### config.mk
export PLATFORM = sky130hd
export DESIGN_NAME = bsso_top
export DESIGN_NICKNAME = d
export VERILOG_FILES = /design/src/rtl/bsso_pkg.sv /design/src/rtl/bsso_pwm.sv /design/src/rtl/bsso_ramp.sv /design/src/rtl/bsso_top.sv
export SDC_FILE = /design/constraint.sdc
export NUM_CORES = 1
export LEC_CHECK = 0
export BUFFER_PORTS_ARGS = -buffer_cell sky130_fd_sc_hd__buf_2
export CORE_MARGIN = 3
export CORE_UTILIZATION = 40
export CTS_BUF_LIST = sky130_fd_sc_hd__clkbuf_4 sky130_fd_sc_hd__clkbuf_8
export DETAILED_ROUTE_END_ITERATION = 10
export SLEW_MARGIN = 40
export SYNTH_ARGS = -nofsm -noshare
export SYNTH_HDL_FRONTEND = slang
export SYNTH_SLANG_ARGS = --single-unit
### constraint.sdc
create_clock -name clk -period 24 [get_ports clk]
set_input_delay 1.2 -clock clk [delete_from_list [all_inputs] [get_ports clk]]
set_output_delay 1.2 -clock clk [all_outputs]
set_load 0.01 [all_outputs]
### src/rtl/bsso_pkg.sv
// Purpose: Shared constants and carriers for the buck start-up, shutdown and overcurrent sequencer.
// Assumes: 250 MHz core clock; switching period set in core clocks by the frequency port.
// Notes: Millisecond times are derived from the clock rate.
package bsso_pkg;

    // ----------------------------------------
    // Timing
    // ----------------------------------------
    localparam int CLK_MHZ = 250;
    localparam int MS_NS = 1000000;
    localparam int CLK_NS = 4;
    localparam int MS_CYCLES = MS_NS / CLK_NS;
    localparam int OCP_SAMPLE_NS = 75;
    localparam int OCP_SAMPLE_CYC = (OCP_SAMPLE_NS + CLK_NS - 1) / CLK_NS;
    localparam int HICCUP_MS = 20;
    localparam logic [6:0] DELAY_MAX_MS = 7'h7f;
    // Fixed-slope ramp: 0.625 mV/us is one 0.625 mV code per us.
    localparam int SLOPE_STEP_NS = 1000;
    localparam int SLOPE_STEP_CYC = SLOPE_STEP_NS / CLK_NS;

    // ----------------------------------------
    // Switching period limits, 150 kHz to 1.5 MHz
    // ----------------------------------------
    localparam int FSW_MIN_KHZ = 150;
    localparam int FSW_MAX_KHZ = 1500;
    localparam logic [10:0] PERIOD_MAX = 11'(CLK_MHZ * 1000 / FSW_MIN_KHZ);
    localparam logic [10:0] PERIOD_MIN = 11'(CLK_MHZ * 1000 / FSW_MAX_KHZ);

    // ----------------------------------------
    // Prebias and overcurrent counts
    // ----------------------------------------
    localparam logic [4:0] PREBIAS_HOLD = 5'h10;
    localparam logic [3:0] OCP_TOTAL = 4'h8;
    localparam logic [2:0] OCP_RUN_DOWN = 3'h3;
    localparam logic [2:0] OCP_RUN_UP = 3'h4;

    // ----------------------------------------
    // Carriers
    // ----------------------------------------
    typedef struct packed {
        logic parallel_code_mode;
        logic sw_enable_used;
        logic pin_enable_used;
        logic operation_off_allowed;
        logic soft_off;
        logic ocp_latch;
        logic cc_limit;
    } bsso_cfg_t;

    typedef struct packed {
        logic [6:0] ton_delay_ms;
        logic [6:0] ton_rise_ms;
        logic [6:0] toff_delay_ms;
        logic [6:0] toff_fall_ms;
    } bsso_times_t;

    // Duty cap: 0 = nominal, 1 = 1/2, 2 = 1/4, 3 = 1/8.
    typedef logic [1:0] bsso_cap_t;

endpackage

### src/rtl/bsso_pwm.sv
// Purpose: Switching-cycle timing: set pulse, valley sample window, high-side and low-side gates.
// Assumes: period in core clocks; duty in eighths of the period.
// Notes: Gates are registered; both drop in the cycle enable falls.
`timescale 1ns/1ps
module bsso_pwm
(
    // Clock and reset
    input wire logic clk,
    input wire logic rst,
    // Control
    input wire logic run,
    input wire logic [10:0] period,
    input wire logic [3:0] hs_eighths,
    input wire logic prebias,
    input wire logic [3:0] ls_eighths,
    // Cycle events and gates
    output logic cycle_start,
    output logic sample_en,
    output logic hs_gate,
    output logic ls_gate,
    output logic first_hs
);
    logic [10:0] cnt_q;
    logic [13:0] pos8;
    logic [14:0] hs_end;
    logic [14:0] ls_end;
    logic hs_seen_q;

    assign pos8 = {cnt_q, 3'b000};
    assign hs_end = 15'(period) * 15'(hs_eighths + 4'h1);
    assign ls_end = 15'(period) * 15'(ls_eighths);

    always_ff @(posedge clk)
    begin
        if (rst || !run || cnt_q >= period - 11'h001)
            cnt_q <= '0;
        else
            cnt_q <= cnt_q + 11'h001;
    end

    always_ff @(posedge clk)
    begin
        cycle_start <= run && cnt_q == '0;
        sample_en <= run && cnt_q < 11'(bsso_pkg::OCP_SAMPLE_CYC);
    end

    always_ff @(posedge clk)
    begin
        if (rst || !run)
        begin
            hs_gate <= 1'b0;
            ls_gate <= 1'b0;
        end
        else
        begin
            hs_gate <= hs_eighths != '0 && {1'b0, pos8} >= 15'(period) && {1'b0, pos8} < hs_end;
            // low side blocked until first pulse
            // The low side also waits for the high-side window to close, so the gates never overlap.
            ls_gate <= (!prebias || hs_seen_q) && {1'b0, pos8} >= hs_end
                       && {1'b0, pos8} >= 15'(period) * 15'(8) - ls_end;
        end
    end

    always_ff @(posedge clk)
    begin
        if (rst || !run)
            hs_seen_q <= 1'b0;
        else if (hs_gate)
            hs_seen_q <= 1'b1;
    end

    assign first_hs = hs_seen_q;
endmodule

### src/rtl/bsso_ramp.sv
// Purpose: Reference ramp with programmable millisecond time or fixed slope.
// Assumes: Reference target and level in 0.625 mV codes.
// Notes: Programmed-time ramp steps once per ms by a fraction of the target.
`timescale 1ns/1ps
module bsso_ramp
#(
    parameter int MS_CYC = bsso_pkg::MS_CYCLES
)
(
    // Clock and reset
    input wire logic clk,
    input wire logic rst,
    // Control
    input wire logic go_up,
    input wire logic go_down,
    input wire logic fixed_slope,
    input wire logic [6:0] time_ms,
    input wire logic [11:0] target,
    // State
    output logic [11:0] level,
    output logic at_top,
    output logic at_zero
);
    logic [17:0] tick_q;
    logic [11:0] step;
    logic tick;

    assign tick = fixed_slope ? tick_q >= 18'(bsso_pkg::SLOPE_STEP_CYC - 1)
                              : tick_q >= 18'(MS_CYC - 1);
    assign step = fixed_slope ? 12'h001 : ((target / 12'(time_ms == '0 ? 7'h01 : time_ms)) | 12'h001);
    assign at_top = level >= target;
    assign at_zero = level == '0;

    always_ff @(posedge clk)
    begin
        if (rst || tick || !(go_up || go_down))
            tick_q <= '0;
        else
            tick_q <= tick_q + 18'h00001;
    end

    always_ff @(posedge clk)
    begin
        if (rst)
            level <= '0;
        else if (go_up && tick && !at_top)
            level <= (target - level < step) ? target : level + step;
        else if (go_down && tick && !at_zero)
            level <= (level < step) ? 12'h000 : level - step;
    end
endmodule

### src/rtl/bsso_top.sv
// Contract
// - Convert only with enable pin and bus voltage comparator at turn-on threshold.
// - Lockout and input faults use comparators only; ADC reading only reports.
// - Low side stays off until first high-side pulse at pre-biased start.
// - Low side starts one eighth period, steps one eighth every 16 cycles.
// - Ramp starts only after enable, bus voltage good and memory loaded.
// - Software enable usable instead of or together with the pin.
// - Bus mode: turn-on delay 0 to 127 ms in 1 ms steps.
// - Bus mode: rise time 1 to 127 ms, 1 ms resolution.
// - Parallel-code mode: no delay, fixed 0.625 mV/us slope.
// - Overcurrent and overvoltage protection active throughout start-up.
// - Switching frequency programmable from 150 kHz to 1.5 MHz.
// - Default: pin off drops both drivers at once.
// - Operation command may turn output off, optionally softly.
// - Bus mode soft-off: delay 0-127 ms then fall 1-127 ms.
// - Parallel-code soft-stop: 0.625 mV/us down, no delay.
// - Current reported at 1/16 A and in a byte at 1/4 A.
// - Warning from ADC average; fault from fast comparator.
// - Sample about 75 ns after set pulse; high side starts at its end. Code starts the high side one eighth period in.
// - Eight total trips: hiccup, drop enable 20 ms, restart.
// - Fault response selectable: latch off or hiccup, hiccup default.
// - Three consecutive trips halve the duty cap down to one eighth.
// - Four clean cycles double the cap back to nominal.
//
// Purpose: Sequencer top: enable, delays, ramps, shutdown, overcurrent handling.
// Assumes: Comparator inputs are asynchronous and pass three flip-flops, then a two-sample filter register.
// Notes: Time parameters can be shortened for simulation.
`timescale 1ns/1ps
module bsso_top
#(
    parameter int MS_CYC = bsso_pkg::MS_CYCLES
)
(
    // Clock and reset
    input wire logic clk,
    input wire logic rst,
    // Comparators, asynchronous
    input wire logic en_pin_cmp,
    input wire logic vin_on_cmp,
    input wire logic vin_ov_cmp,
    input wire logic vin_uv_warn_cmp,
    input wire logic ocp_cmp,
    input wire logic vout_ov_cmp,
    // Configuration
    input wire logic config_memory_loaded,
    input wire logic sw_enable,
    input wire logic operation_on,
    input wire bsso_pkg::bsso_cfg_t cfg,
    input wire bsso_pkg::bsso_times_t times,
    input wire logic [10:0] period_clk,
    input wire logic [11:0] vref_target,
    input wire logic [3:0] duty_eighths,
    input wire logic clear_faults,
    // Telemetry inputs
    input wire logic [11:0] iout_adc,
    input wire logic [11:0] iout_warn_limit,
    // Gates and reference
    output logic hs_drv_q,
    output logic ls_drv_q,
    output logic [11:0] reference_ramp_dac_q,
    // Status
    output logic conv_en_q,
    output logic vin_ov_fault_q,
    output logic vin_uv_warn_q,
    output logic vout_ov_fault_q,
    output logic oc_fault_q,
    output logic oc_warn_q,
    output logic latched_off_q,
    output logic [1:0] duty_cap_q,
    output logic [11:0] iout_sixteenth_q,
    output logic [7:0] iout_byte_q
);
    // ----------------------------------------
    // Input synchronisers
    // ----------------------------------------
    logic [5:0] s1_q, s2_q, s3_q, in_q;
    logic [5:0] async_in;
    logic en_pin, vin_ok, vin_ov, vin_uvw, oc_trip, vout_ov;

    assign async_in = {en_pin_cmp, vin_on_cmp, vin_ov_cmp, vin_uv_warn_cmp, ocp_cmp, vout_ov_cmp};
    always_ff @(posedge clk)
    begin
        s1_q <= async_in;
        s2_q <= s1_q;
        s3_q <= s2_q;
    end
    genvar g;
    generate
        for (g = 0; g < 6; g++)
        begin : g_filt
            always_ff @(posedge clk)
            begin
                if (rst)
                    in_q[g] <= 1'b0;
                else if (s2_q[g] == s3_q[g])
                    in_q[g] <= s3_q[g];
            end
        end
    endgenerate
    assign {en_pin, vin_ok, vin_ov, vin_uvw, oc_trip, vout_ov} = in_q;

    // ----------------------------------------
    // Enable qualification
    // ----------------------------------------
    logic hw_ok, sw_ok, enable_req, hiccup_active, pin_drop;
    assign hw_ok = !cfg.pin_enable_used || en_pin;
    assign sw_ok = !cfg.sw_enable_used || sw_enable;
    assign enable_req = hw_ok && sw_ok && vin_ok && config_memory_loaded && !vin_ov
                        && !hiccup_active && !latched_off_q
                        && (!cfg.operation_off_allowed || operation_on);
    assign pin_drop = !(hw_ok && vin_ok && config_memory_loaded) || vin_ov;

    // ----------------------------------------
    // Sequencer
    // ----------------------------------------
    typedef enum logic [5:0] {
        ST_OFF = 6'b000001,
        ST_TON_DLY = 6'b000010,
        ST_RISE = 6'b000100,
        ST_ON = 6'b001000,
        ST_TOFF_DLY = 6'b010000,
        ST_FALL = 6'b100000
    } bsso_state_t;
    bsso_state_t st_q;
    logic [25:0] ms_cnt_q;
    logic [6:0] ms_q;
    logic ms_tick, ramp_top, ramp_zero, soft_ok;
    logic [11:0] ramp_level;

    assign ms_tick = ms_cnt_q >= 26'(MS_CYC - 1);
    // soft stop only when off came from the operation command or the software enable
    assign soft_ok = cfg.soft_off && cfg.operation_off_allowed && !pin_drop && !hiccup_active
                     && !latched_off_q;

    always_ff @(posedge clk)
    begin
        if (rst || ms_tick || !(st_q == ST_TON_DLY || st_q == ST_TOFF_DLY))
            ms_cnt_q <= '0;
        else
            ms_cnt_q <= ms_cnt_q + 26'h1;
    end

    always_ff @(posedge clk)
    begin
        if (rst)
        begin
            st_q <= ST_OFF;
            ms_q <= '0;
        end
        else
        begin
            unique case (st_q)
                ST_OFF:
                    if (enable_req)
                    begin
                        ms_q <= '0;
                        st_q <= cfg.parallel_code_mode ? ST_RISE : ST_TON_DLY;
                    end
                ST_TON_DLY:
                    if (!enable_req)
                        st_q <= ST_OFF;
                    else if (ms_q >= times.ton_delay_ms)
                        st_q <= ST_RISE;
                    else if (ms_tick)
                        ms_q <= ms_q + 7'h01;
                ST_RISE, ST_ON:
                    if (!enable_req)
                    begin
                        ms_q <= '0;
                        st_q <= !soft_ok ? ST_OFF : cfg.parallel_code_mode ? ST_FALL : ST_TOFF_DLY;
                    end
                    else if (ramp_top)
                        st_q <= ST_ON;
                ST_TOFF_DLY:
                    if (!soft_ok)
                        st_q <= ST_OFF;
                    else if (ms_q >= times.toff_delay_ms)
                        st_q <= ST_FALL;
                    else if (ms_tick)
                        ms_q <= ms_q + 7'h01;
                ST_FALL:
                    if (!soft_ok || ramp_zero)
                        st_q <= ST_OFF;
            endcase
        end
    end

    bsso_ramp #(.MS_CYC(MS_CYC)) u_ramp
    (
        .clk(clk),
        .rst(rst || st_q == ST_OFF),
        .go_up(st_q == ST_RISE),
        .go_down(st_q == ST_FALL),
        .fixed_slope(cfg.parallel_code_mode),
        .time_ms(st_q == ST_FALL ? times.toff_fall_ms : times.ton_rise_ms),
        .target(vref_target),
        .level(ramp_level),
        .at_top(ramp_top),
        .at_zero(ramp_zero)
    );

    logic running;
    assign running = st_q == ST_RISE || st_q == ST_ON || st_q == ST_FALL;

    // ----------------------------------------
    // Switching and prebias stepping
    // ----------------------------------------
    logic [10:0] period;
    logic [3:0] ls_step_q, hs_duty;
    logic [4:0] hold_q;
    logic cyc, samp, hs_g, ls_g, first_hs;

    assign period = period_clk > bsso_pkg::PERIOD_MAX ? bsso_pkg::PERIOD_MAX :
                    period_clk < bsso_pkg::PERIOD_MIN ? bsso_pkg::PERIOD_MIN : period_clk;
    assign hs_duty = (duty_cap_q == 2'd0 || duty_eighths <= (4'h8 >> duty_cap_q)) ? duty_eighths
                                                                                  : (4'h8 >> duty_cap_q);

    bsso_pwm u_pwm
    (
        .clk(clk),
        .rst(rst),
        .run(running),
        .period(period),
        .hs_eighths(hs_duty),
        .prebias(1'b1),
        .ls_eighths(ls_step_q),
        .cycle_start(cyc),
        .sample_en(samp),
        .hs_gate(hs_g),
        .ls_gate(ls_g),
        .first_hs(first_hs)
    );

    always_ff @(posedge clk)
    begin
        if (rst || !running || !first_hs)
        begin
            ls_step_q <= 4'h1;
            hold_q <= '0;
        end
        else if (cyc && ls_step_q < 4'h8 - hs_duty)
        begin
            if (hold_q == bsso_pkg::PREBIAS_HOLD - 5'h01)
            begin
                hold_q <= '0;
                ls_step_q <= ls_step_q + 4'h1;
            end
            else
                hold_q <= hold_q + 5'h01;
        end
    end

    always_ff @(posedge clk)
    begin
        hs_drv_q <= !rst && running && hs_g;
        ls_drv_q <= !rst && running && ls_g;
        reference_ramp_dac_q <= rst ? 12'h000 : ramp_level;
        conv_en_q <= !rst && running;
    end

    // ----------------------------------------
    // Overcurrent
    // ----------------------------------------
    logic samp_hit_q, samp_d1_q;
    logic [3:0] oc_total_q;
    logic [2:0] run_hi_q, run_lo_q;
    logic [25:0] hic_cnt_q;
    logic [4:0] hic_ms_q;
    logic cyc_oc;

    always_ff @(posedge clk)
    begin
        samp_d1_q <= !rst && samp;
        if (rst || cyc)
            samp_hit_q <= 1'b0;
        else if (samp && oc_trip)
            samp_hit_q <= 1'b1;
    end
    assign cyc_oc = samp_hit_q;

    // counting active in every running state
    always_ff @(posedge clk)
    begin
        if (rst || !running)
        begin
            oc_total_q <= '0;
            run_hi_q <= '0;
            run_lo_q <= '0;
            duty_cap_q <= '0;
        end
        else if (cyc)
        begin
            if (cyc_oc)
            begin
                oc_total_q <= oc_total_q + 4'h1;
                run_lo_q <= '0;
                if (cfg.cc_limit && run_hi_q == bsso_pkg::OCP_RUN_DOWN - 3'h1)
                begin
                    run_hi_q <= '0;
                    if (duty_cap_q != 2'd3 && duty_eighths > (4'h8 >> (duty_cap_q + 2'd1)))
                        duty_cap_q <= duty_cap_q + 2'd1;
                end
                else
                    run_hi_q <= run_hi_q + 3'h1;
            end
            else
            begin
                run_hi_q <= '0;
                if (run_lo_q == bsso_pkg::OCP_RUN_UP - 3'h1)
                begin
                    run_lo_q <= '0;
                    if (duty_cap_q != 2'd0)
                        duty_cap_q <= duty_cap_q - 2'd1;
                end
                else
                    run_lo_q <= run_lo_q + 3'h1;
            end
        end
    end

    always_ff @(posedge clk)
    begin
        if (rst)
        begin
            hiccup_active <= 1'b0;
            latched_off_q <= 1'b0;
            hic_cnt_q <= '0;
            hic_ms_q <= '0;
        end
        else if (running && oc_total_q == bsso_pkg::OCP_TOTAL)
        begin
            hiccup_active <= !cfg.ocp_latch;
            latched_off_q <= cfg.ocp_latch;
            hic_cnt_q <= '0;
            hic_ms_q <= '0;
        end
        else if (hiccup_active)
        begin
            hic_cnt_q <= hic_cnt_q >= 26'(MS_CYC - 1) ? 26'h0 : hic_cnt_q + 26'h1;
            if (hic_cnt_q >= 26'(MS_CYC - 1))
            begin
                if (hic_ms_q == 5'(bsso_pkg::HICCUP_MS - 1))
                    hiccup_active <= 1'b0;
                hic_ms_q <= hic_ms_q + 5'h01;
            end
        end
        else if (!en_pin && cfg.pin_enable_used)
            latched_off_q <= 1'b0;
    end

    // ----------------------------------------
    // Fault flags and telemetry
    // ----------------------------------------
    // host clear; set wins over clear
    // fault from comparator, current warning from ADC
    always_ff @(posedge clk)
    begin
        if (rst)
        begin
            oc_fault_q <= 1'b0;
            vout_ov_fault_q <= 1'b0;
            vin_ov_fault_q <= 1'b0;
            vin_uv_warn_q <= 1'b0;
            oc_warn_q <= 1'b0;
        end
        else
        begin
            oc_fault_q <= (samp_d1_q && oc_trip) || (oc_fault_q && !clear_faults);
            vout_ov_fault_q <= vout_ov || (vout_ov_fault_q && !clear_faults);
            vin_ov_fault_q <= vin_ov || (vin_ov_fault_q && !clear_faults);
            vin_uv_warn_q <= vin_uvw || (vin_uv_warn_q && !clear_faults);
            oc_warn_q <= (iout_adc > iout_warn_limit) || (oc_warn_q && !clear_faults);
        end
    end

    // 1/16 A and 1/4 A readback
    always_ff @(posedge clk)
    begin
        iout_sixteenth_q <= rst ? 12'h000 : iout_adc;
        iout_byte_q <= rst ? 8'h00 : (iout_adc[11:10] != 2'b00 ? 8'hff : iout_adc[9:2]);
    end
endmodule

# After elaboration in Yosys (flattened, before gate mapping)
# Index checks and enable logic that the tools add are counted.
# word_totals
word_cells,273
regBits,205
input_bits,98
out_inout_bits,43
# op_classes
mul,2
muxes,50
shift,2
n_addsub,20
reduce_logical,103
magnitude_cmp,21
eq_ne,31
div,1
# ops
op,n
two-way mux 7 bit,9
two-way mux 12 bit,5
two-way mux 6 bit,10
adder 26 x 1 -> 26 bit (second input constant),2
greater-or-equal comparator 26 x 18 -> 1 bit (second input constant),2
logical AND 1 bit,39
greater-or-equal comparator 14 x 15 -> 1 bit,2
case mux 6 bit (5 select lines),1
case mux 7 bit (4 select lines),1
two-way mux 26 bit,1
logical OR 1 bit,24
< comparator 12 bit,2
subtractor 12 bit,2
two-way mux 11 bit,2
logical NOT 1 bit,19
adder 18 x 1 -> 18 bit (second input constant),1
greater-or-equal comparator 18 bit (second input constant),1
greater-or-equal comparator 18 x 8 -> 1 bit (second input constant),1
inequality test 2 bit (second input constant),8
< comparator 14 x 15 -> 1 bit,1
multiplier 11 x 15 -> 15 bit,1
multiplier 11 x 4 -> 15 bit,1
two-way mux 3 bit,5
subtractor 14 x 15 -> 15 bit,1
52 further kinds,89

# Logic depth before layout (Yosys ltp)
# Gate-level depths: netlist of the first run.
# depth
ltp_word,14
depth_mapped,101

# Hierarchy
# A second synthesis of the first run with hierarchy kept.
# hier_totals
hier_cells,2239
area_unflattened_um2,18402.6
# by_module_without_submodules
mod,n_inst,cells_each,area_per_inst_um2
bsso_top,1,840,7375.8
bsso_ramp,1,789,5987.0
bsso_pwm,1,610,5039.8

# Least setup slack after synthesis of the first run
# No wires, ideal clock.
# synth_timing
path_kind,in2reg
start,input times[3] in the netlist's numbering
end,register u_ramp.level[6]
t_required_ns,23.867
slack_ns,2.562
t_arrival_ns,21.305
cell_stages,94
path_cell_list,or4_1 nor4b_1 or2_2 a211oi_1 ha_1 or3b_2 nor4_1 a211o_1 and2_1 ha_1 o21a_1 nor2_1 a2111oi_0 a31oi_1 inv_1 ha_1 o211ai_1 nand3b_1 [... 58 more ...] o21ai_0 nand2b_1 a211oi_1 a41o_1 ha_1 nor2b_1 o21a_1 o21a_1 o21a_1 o21a_1 o21a_1 o21a_1 o211ai_1 a21oi_1 clkbuf_1 mux2_2 a32oi_1 a21oi_1
# synth_via
elab_chain_cells,9
# synth_rtl
item,line,source
start: declaration,bsso_top.sv:49,"input wire bsso_pkg::bsso_times_t times,"
two-way mux 7 bit (*),bsso_top.sv:195,".time_ms(st_q == ST_FALL ? times.toff_fall_ms : times.ton_rise_ms),"
logical NOT 7 bit,bsso_ramp.sv:30,assign step = fixed_slope ? 12'h001 : ((target / 12'(time_ms == '0 ? 7'h01 : time_ms)) | 12'h001);
two-way mux 7 bit (*),bsso_ramp.sv:30,
divider 12 x 12 -> 12 bit (*),bsso_ramp.sv:30,
two-way mux 12 bit (*),bsso_ramp.sv:30,
subtractor 12 bit or < comparator 12 bit (tied branches),bsso_ramp.sv:49,level <= (level < step) ? 12'h000 : level - step;
two-way mux 12 bit,bsso_ramp.sv:49,
two-way mux 12 bit,bsso_ramp.sv:48,else if (go_down && tick && !at_zero)
two-way mux 12 bit (*),bsso_ramp.sv:46,else if (go_up && tick && !at_top)
end signal: assignment,bsso_ramp.sv:47,level <= (target - level < step) ? target : level + step;
end signal: assignment,bsso_ramp.sv:49,
end: declaration,bsso_ramp.sv:20,"output logic [11:0] level,"
# Every way passes the cells marked *; elsewhere a longest branch is shown, timed or not. The select of a mux whose other input is x is not followed.
# A chain may end at the register's enable or synchronous reset.

# Final worst setup path of the first run
# layout_timing
start,register st_q[1]
end,register u_ramp.level[0]
# layout_via
elab_chain_cells,10
# layout_rtl
item,line,source
start: declaration,bsso_top.sv:124,bsso_state_t st_q;
start signal: assignment,bsso_top.sv:157,st_q <= cfg.parallel_code_mode ? ST_RISE : ST_TON_DLY;
start signal: assignment,bsso_top.sv:170,st_q <= !soft_ok ? ST_OFF : cfg.parallel_code_mode ? ST_FALL : ST_TOFF_DLY;
equality test 6 bit,"bsso_top.sv:193, bsso_top.sv:195",
two-way mux 7 bit,bsso_top.sv:195,
logical NOT 7 bit,bsso_ramp.sv:30,
two-way mux 7 bit,bsso_ramp.sv:30,
divider 12 x 12 -> 12 bit,bsso_ramp.sv:30,
two-way mux 12 bit,bsso_ramp.sv:30,
< comparator 12 bit,bsso_ramp.sv:49,
two-way mux 12 bit,bsso_ramp.sv:49,
two-way mux 12 bit,bsso_ramp.sv:48,
two-way mux 12 bit,bsso_ramp.sv:46,
# Several ways; a longest one is shown, not always the timed one. The select of a mux whose other input is x is not followed.

==> results of run 1 <==
## what timing repair did
action | 4_1_cts | 5_1_grt
buffers inserted | 0 | 1
setup endpoints to repair | 0 | 12
resized for setup | 0 | 5
## worst max-delay path by stage
| stage | endpoint | slack [ns] | cells past startpoint |
|---|---|---|---|
| 5_1_grt | u_ramp.level[0]$_SDFFE_PP0P_ | -0.006 | 92 |
| 3_5_place_dp | u_ramp.level[0]$_SDFFE_PP0P_ | 0.76 | 92 |
| 2_1_floorplan | u_ramp.level[6]$_SDFFE_PP0P_ | 2.56 | 94 |
| 4_1_cts | u_ramp.level[0]$_SDFFE_PP0P_ | 1.07 | 91 |
| 6_report | u_ramp.level[0]$_SDFFE_PP0P_ | 2.13 | 93 |
| 3_3_place_gp | u_ramp.level[0]$_SDFFE_PP0P_ | 1.12 | 93 |
## flip-flops by register name, summed over array words and instances, names as in the netlist, 7 cells and up
signal                flops
hic_cnt_q                26
ms_cnt_q                 26
u_ramp.tick_q            18
iout_sixteenth_q         12
reference_ramp_dac_q     12
u_ramp.level             12
u_pwm.cnt_q              11
iout_byte_q               8
ms_q                      7
## synthesized netlist by cell type (all sizes together) (3+ instances only)
cell,number,area [um^2]
o21ai,90,450
o221ai,3,26.3
fa,59,1180
nor2b,36,225
mux2,19,221
o211ai,14,105
a211oi,7,52.6
nor3b,6,45.0
o21a,36,270
xnor2,83,727
a2111oi,7,61.3
a211o,5,43.8
nor3,41,210
ha,245,3070
a21oi,125,626
nand2b,31,194
a21boi,8,60.1
a2bb2oi,3,26.3
nand2,183,687
dfxtp,205,4100
a21o,42,315
xor2,72,631
o41ai,7,61.3
mux2i,19,194
or2,14,87.6
or4,4,33.8
nor4,25,178
nand3b,5,37.5
or3,25,156
o21bai,15,113
nor2,219,825
buf,5,20.0
nand3,57,285
clkbuf,56,210
a41oi,4,35.0
nand4,28,175
a22oi,10,75.1
o211a,4,40.0
o31ai,14,105
and3,24,150
a31oi,9,56.3
and2,28,175
inv,205,769
## logic make-up after synthesis
logic type,after synthesis
AO/OA/AOI/OAI,426
XOR/XNOR,155
adder cells (fa/ha/maj),304
buffers and inverters,267
flip-flops,205
multiplexers,38
other,1
AND/OR/NAND/NOR,737
## worst max-delay path, delay by kind of cell (launching register included)
kind | cells | cell delay (ns)
simple gates | 20 | 4.26
compound gates | 52 | 11.31
flops | 1 | 0.37
buf+inv | 3 | 0.59
mux | 6 | 1.78
fa+ha+maj | 12 | 3.49
## cell usage in the layout (no fill, tap or decap), types with 31 or more instances in the layout
cell type,count
sky130_fd_sc_hd__nand2_1,183
sky130_fd_sc_hd__xor2_1,72
sky130_fd_sc_hd__a21oi_1,124
sky130_fd_sc_hd__dfxtp_1,205
sky130_fd_sc_hd__buf_2,140
sky130_fd_sc_hd__nand3_1,57
sky130_fd_sc_hd__xnor2_1,81
sky130_fd_sc_hd__ha_1,245
sky130_fd_sc_hd__clkbuf_8,47
sky130_fd_sc_hd__o21a_1,36
sky130_fd_sc_hd__inv_1,205
sky130_fd_sc_hd__nand2b_1,31
sky130_fd_sc_hd__nor2_1,218
sky130_fd_sc_hd__fa_1,59
sky130_fd_sc_hd__nor3_1,40
sky130_fd_sc_hd__o21ai_0,82
sky130_fd_sc_hd__a21o_1,42
sky130_fd_sc_hd__nor2b_1,36
## metrics by stage
stage / power [mW] / cell area, um^2 / hold slack, ns
final: 1.45 / 19600 / 0.325
after global routing: 1.59 / 19600 / 0.336
after CTS: 1.46 / 19600 / 0.325
after detailed placement: 1.09 / 18800 / 0.312
after global placement: 1.08 / 18700 / 0.312
after floorplan: 0.947 / 17500 / 0.310
## power groups by stage
stage,clock (mW),combinational (mW),sequential (mW)
finish,0.354,0.742,0.359
global route,0.383,0.845,0.360
CTS,0.367,0.730,0.359
detailed placement,0,0.724,0.367
global placement,0,0.711,0.366
floorplan,0,0.582,0.365
## per-layer routing
| layer | part of all wire | vias to the layer above | GRT usage | wire length [um] |
|---|---|---|---|---|
| met3 | 0.047 | 70 | 0.0308 | 2080 |
| met5 | 0 | - | 0 | 0 |
| li1 | - | 7633 | - | - |
| met1 | 0.47 | 7074 | 0.245 | 20500 |
| met2 | 0.46 | 321 | 0.316 | 20300 |
| met4 | 0.023 | 0 | 0.0537 | 1030 |
## layout make-up
| class | instances | area, um^2 |
|---|---|---|
| inverter | 206 | 773 |
| timing repair buffer | 152 | 791 |
| sequential | 205 | 4100 |
| clock buffer | 52 | 684 |
| clock inverter | 12 | 116 |
| antenna | 2 | 5.00 |
| multi-input combinational | 1668 | 12400 |
| tap | 577 | 722 |
| fill | 4258 | 22900 |
==> impl_metrics.sql, run 1 <==
INSERT INTO impl_metrics (metric_group, metric, value, unit) VALUES
('run_status', 'status', 'finished, final reports clean', ''),
('drt', 'postRouteAntennaNets', '0', ''),
('timing', 'post-route-min-period', '21.87', 'ns'),
('cts', 'insertion_delay', '0.55', 'ns'),
('cts', 'ctsRootBufferMaster', 'sky130_fd_sc_hd__clkbuf_8', ''),
('cts', 'cts-htree-levels', '2', ''),
('worst_setup_path', 'crit_arrival', '22.34', 'ns'),
('worst_setup_path', 'critical_path_peak_fanout', '15', ''),
('die', 'design.portCount', '141', ''),
('global_route', 'number_of_antenna_violations_at_the_first_check_in_global_routing', '1', ''),
('drt', 'route.final.wire_length', '43900', 'um'),
('worst_setup_path', 'cp_slowest_cell', 'sky130_fd_sc_hd__or4_1', ''),
('worst_hold_path', 'hold_path_class', 'flip-flop to flip-flop', ''),
('die', 'die-width', '215', 'um'),
('job', 'maxCapViolCount', '0', ''),
('die', 'start_util', '0.410', ''),
('timing', 'report.final.slew_viol_count', '0', ''),
('drt', 'drt-vias-per-instance', '5.25', ''),
('synthesis', 'netlist_instances', '2133', ''),
('die', 'die_area', '0.0461', 'mm^2'),
('timing', 'max-slew-margin-rel', '0.395', ''),
('die', 'dieHeight', '215', 'um'),
('power_and_ir_drop', 'pwr-share-clk', '0.243', ''),
('place', 'detailedPlace.worstSlack', '0.757', 'ns'),
('synthesis', 'synth-xor-area-share', '0.0779', ''),
('worst_setup_path', 'critPathMaxStageDelay', '0.71', 'ns'),
('power_and_ir_drop', 'power.switching_fraction', '0.386', ''),
('power_and_ir_drop', 'pwr-share-seq', '0.247', ''),
('global_route', 'grt_overflow', '0', ''),
('cells_and_area', 'final_layout_size_suffix_gt1_frac', '0.118', ''),
('timing', 'timing.setup.tns', '0', 'ns'),
('cells_and_area', 'finish.net_count', '2673', ''),
('synthesis', 'synth_area_per_cell', '8.17', 'um^2'),
('place', 'dp_hpwl', '34500', 'um'),
('power_and_ir_drop', 'power.switching', '0.561', 'mW'),
('power_and_ir_drop', 'power_report.internal_total', '0.893', 'mW'),
('power_and_ir_drop', 'ir_worst_vdd', '0.0000895', 'V'),
('cts', 'clk_slew_on_worst_s_h_paths', '0.05', 'ns'),
('power_and_ir_drop', 'cellPowerDensity', '74.2', 'mW/mm^2'),
('synthesis', 'yosysUniqueCellTypes', '77', ''),
('synthesis', 'synth_compound_gate_area_share', '0.157', ''),
('worst_setup_path', 'crit_required', '24.48', 'ns'),
('global_route', 'global_route_wire_length_before_repair', '72600', 'um'),
('synthesis', 'dominant_combinational_cell_family_by_area_after_synthesis', 'adder cells', ''),
('cts', 'tritoncts', 'done', ''),
('worst_setup_path', 'cp-end-kind', 'flip-flop', ''),
('cells_and_area', 'layout.core_utilization', '0.461', ''),
('synthesis', 'synth-simple-area-share', '0.204', ''),
('timing', 'fin_worst_skew', '0.0241', 'ns'),
('cts', 'tritoncts.num_buffers', '38', ''),
('timing', 'finalWorstSetupSlack', '2.13', 'ns'),
('place', 'gp_congestion', '0.901', ''),
('timing', 'peak_freq', '45.7', 'MHz'),
('drt', 'drt-initial-drc-count', '857', ''),
('synthesis', 'proportion_of_synthesized_chip_area_in_sequential_cells', '0.235', ''),
('synthesis', 'synth.area.mux_share', '0.0238', ''),
('worst_setup_path', 'reg2reg_setup_slack', '2.13', 'ns'),
('synthesis', 'synth_fa_ha_area_frac', '0.244', ''),
('worst_setup_path', 'startpoint_type', 'flip-flop', ''),
('synthesis', 'ys_seq_elements', '205', ''),
('cells_and_area', 'area.growth.synth_to_final', '12.5', '%'),
('timing', 'hold_viol_final', '0', ''),
('worst_hold_path', 'holdPathEnd', 's2_q[0]$_DFF_P_', ''),
('die', 'core.rowCount', '75', ''),
('synthesis', 'synth-edff-count', '0', ''),
('drt', 'drc', '0', ''),
('place', 'placement.io_buffers', '140', ''),
('worst_hold_path', 'holdPathStages', '0', ''),
('worst_setup_path', 'worstReg2RegStart', 'st_q[1]$_SDFFE_PP0P_', ''),
('synthesis', 'yosys_warnings', '0', ''),
('synthesis', 'mappedNetlistArea', '0.0174', 'mm^2');
(Power assumes the default switching activity.)
==> run 2: changes to the inputs <==
Clock period 24 ns to 20.7 ns, I/O delays scaled along.
==> run 2 against run 1 <==
Core utilization grew 1.3 points. Clock power grew 20%. Routed wire length grew 2.4%. Critical path type unchanged.
==> impl_metrics.sql, run 2 (synthesized netlist as in run 1, its figures left out) <==
INSERT INTO impl_metrics (metric_group, metric, value, unit) VALUES
('global_route', 'global_route_wire_length_before_repair', '72900', 'um'),
('worst_hold_path', 'hold_path_class', 'flip-flop to flip-flop', ''),
('die', 'start_util', '0.410', ''),
('job', 'maxCapViolCount', '0', ''),
('timing', 'report.final.slew_viol_count', '0', ''),
('worst_setup_path', 'crit_buf_inv', '5', ''),
('cts', 'cts-htree-levels', '2', ''),
('cells_and_area', 'finish.net_count', '2709', ''),
('power_and_ir_drop', 'cellPowerDensity', '90.1', 'mW/mm^2'),
('global_route', 'grt_start_max_net_pins', '36', ''),
('place', 'placed_cells_incl_taps', '2820', ''),
('worst_setup_path', 'cp-end-kind', 'flip-flop', ''),
('place', 'placedInstanceArea', '0.0189', 'mm^2'),
('cts', 'ctsRootBufferMaster', 'sky130_fd_sc_hd__clkbuf_8', ''),
('timing', 'post-route-min-period', '19.60', 'ns'),
('global_route', 'number_of_antenna_violations_at_the_first_check_in_global_routing', '0', ''),
('worst_setup_path', 'reg2reg_setup_slack', '1.10', 'ns'),
('cells_and_area', 'final_layout_size_suffix_gt1_frac', '0.146', ''),
('power_and_ir_drop', 'total_power', '1.82', 'mW'),
('place', 'dp_hpwl', '35000', 'um'),
('worst_setup_path', 'critPathMaxStageDelay', '0.56', 'ns'),
('drt', 'route.final.wire_length', '44900', 'um'),
('cells_and_area', 'area.growth.synth_to_final', '15.6', '%'),
('drt', 'drt-vias-per-instance', '5.28', ''),
('die', 'placeableCoreArea', '0.0425', 'mm^2'),
('drt', 'postRouteAntennaNets', '0', ''),
('global_route', 'grt_overflow', '0', ''),
('die', 'core.rowCount', '75', ''),
('timing', 'finalSetupViolCount', '0', ''),
('die', 'design.portCount', '141', ''),
('global_route', 'first_global_vias', '14823', ''),
('power_and_ir_drop', 'ir_worst_vdd', '0.000119', 'V'),
('die', 'die_area', '0.0461', 'mm^2'),
('worst_setup_path', 'startpoint_type', 'flip-flop', ''),
('timing', 'peak_freq', '51.0', 'MHz'),
('drt', 'drc', '0', ''),
('run_status', 'status', 'finished, final reports clean', ''),
('cts', 'ctsLongestPathBuffers', '3', ''),
('worst_setup_path', 'timing_worst_setup_path_type', 'flip-flop to flip-flop', ''),
('cts', 'insertion_delay', '0.53', 'ns'),
('timing', 'timing.setup.tns', '0', 'ns'),
('worst_setup_path', 'critPathMostFrequentCell', 'sky130_fd_sc_hd__o21a_1', ''),
('timing', 'pin_slew_with_the_least_headroom_to_its_limit', '1.21', 'ns'),
('timing', 'whs', '0.326', 'ns'),
('global_route', 'grt_util_all_layers', '0.187', ''),
('cells_and_area', 'final_cells', '2909', ''),
('cts', 'clk_slew_on_worst_s_h_paths', '0.07', 'ns'),
('die', 'dieHeight', '215', 'um'),
('cells_and_area', 'largestRegisters', 'hic_cnt_q: 26 flops, ms_cnt_q: 26 flops, u_ramp.tick_q: 18 flops', ''),
('timing', 'fin_worst_skew', '0.0219', 'ns'),
('timing', 'layout_worst_path_cycle_share', '0.947', ''),
('worst_setup_path', 'crit_arrival', '19.99', 'ns'),
('timing', 'max-slew-margin-rel', '0.174', ''),
('cells_and_area', 'layout.cells.most_common', 'sky130_fd_sc_hd__ha_1', ''),
('worst_setup_path', 'critical_path_peak_fanout', '10', ''),
('cts', 'tritoncts.num_buffers', '38', ''),
('place', 'gp_congestion', '0.890', ''),
('cells_and_area', 'final_cell_area', '0.0202', 'mm^2'),
('power_and_ir_drop', 'cellLeakagePower', '9.13', 'nW'),
('drt', 'drt-initial-drc-count', '752', ''),
('worst_setup_path', 'cp_slowest_cell', 'sky130_fd_sc_hd__or4_4', ''),
('drt', 'vias', '15351', ''),
('cts', 'tritoncts', 'done', ''),
('cells_and_area', 'layout_common_cells', '238 x sky130_fd_sc_hd__ha_1, 218 x sky130_fd_sc_hd__nor2_1, 205 x sky130_fd_sc_hd__inv_1', ''),
('drt', 'wl_per_cell', '15.4', 'um'),
('place', 'placement.io_buffers', '140', ''),
('cells_and_area', 'antenna-diode-count', '0', ''),
('worst_setup_path', 'crit_required', '21.10', 'ns'),
('timing', 'hold_viol_final', '0', ''),
('cts', 'number_of_clock_sinks_seen_by_cts', '205', ''),
('die', 'die-width', '215', 'um'),
('worst_setup_path', 'critical_path.top_delay_family', 'compound AO/OA/AOI/OAI gates', ''),
('drt', 'drt_pre_antenna_iters', '5', '');
run 2: cell count changes in the layout (fill, tap and decap cells not counted), moves of 3 or more:
cell,delta
sky130_fd_sc_hd__a21oi_1,-7
sky130_fd_sc_hd__mux2i_1,-4
sky130_fd_sc_hd__a21oi_2,+8
sky130_fd_sc_hd__ha_1,-7
sky130_fd_sc_hd__o21ai_0,-5
sky130_fd_sc_hd__mux2i_2,+4
sky130_fd_sc_hd__o21ai_1,+3
sky130_fd_sc_hd__buf_4,+32
sky130_fd_sc_hd__ha_4,+5
run 2: power by group:
group | total, mW | switching, mW | internal (mW)
Combinational | 0.974 | 0.513 | 0.461
Sequential | 0.418 | 0.0109 | 0.407
Clock | 0.424 | 0.173 | 0.251
run 2: layout make-up:
class                           count  area, um^2
Inverter                          206         773
Multi-Input combinational cell   1669       12700
Timing Repair Buffer              187        1060
Fill cell                        4184       22400
Clock inverter                     13         153
Tap cell                          577         722
Clock buffer                       52         678
Sequential cell                   205        4110
run 2: stage by stage:
stage	worst slack, ns	utilization
6_report	1.10	0.474
5_1_grt	-0.194	0.474
4_1_cts	0.241	0.464
3_5_place_dp	-0.437	0.444
3_3_place_gp	0.230	0.443
2_1_floorplan	0.00553	-
run 2: final timing paths:
kind / depth (start not counted) / startpoint / endpoint
max: 96 / st_q[0]$_SDFFE_PP1P_ / u_ramp.level[8]$_SDFFE_PP0P_
min reg2reg: 0 / s1_q[1]$_DFF_P_ / s2_q[1]$_DFF_P_
max reg2reg: 96 / st_q[0]$_SDFFE_PP1P_ / u_ramp.level[8]$_SDFFE_PP0P_
min: 0 / s1_q[1]$_DFF_P_ / s2_q[1]$_DFF_P_
run 2: what timing repair did:
action,4_1_cts,5_1_grt
endpoints found under the hold margin,0,0
setup endpoints to repair,12,12
pin swaps,1,21
resized for setup,0,50
gates cloned,0,2
hold buffers,0,0
buffers inserted,1,21
run 2: routing by layer:
layer	GRT usage	wire length [um]
met1	0.246	20600
met2	0.320	21100
met3	0.0247	2130
met4	0.0581	1150
met5	0	0
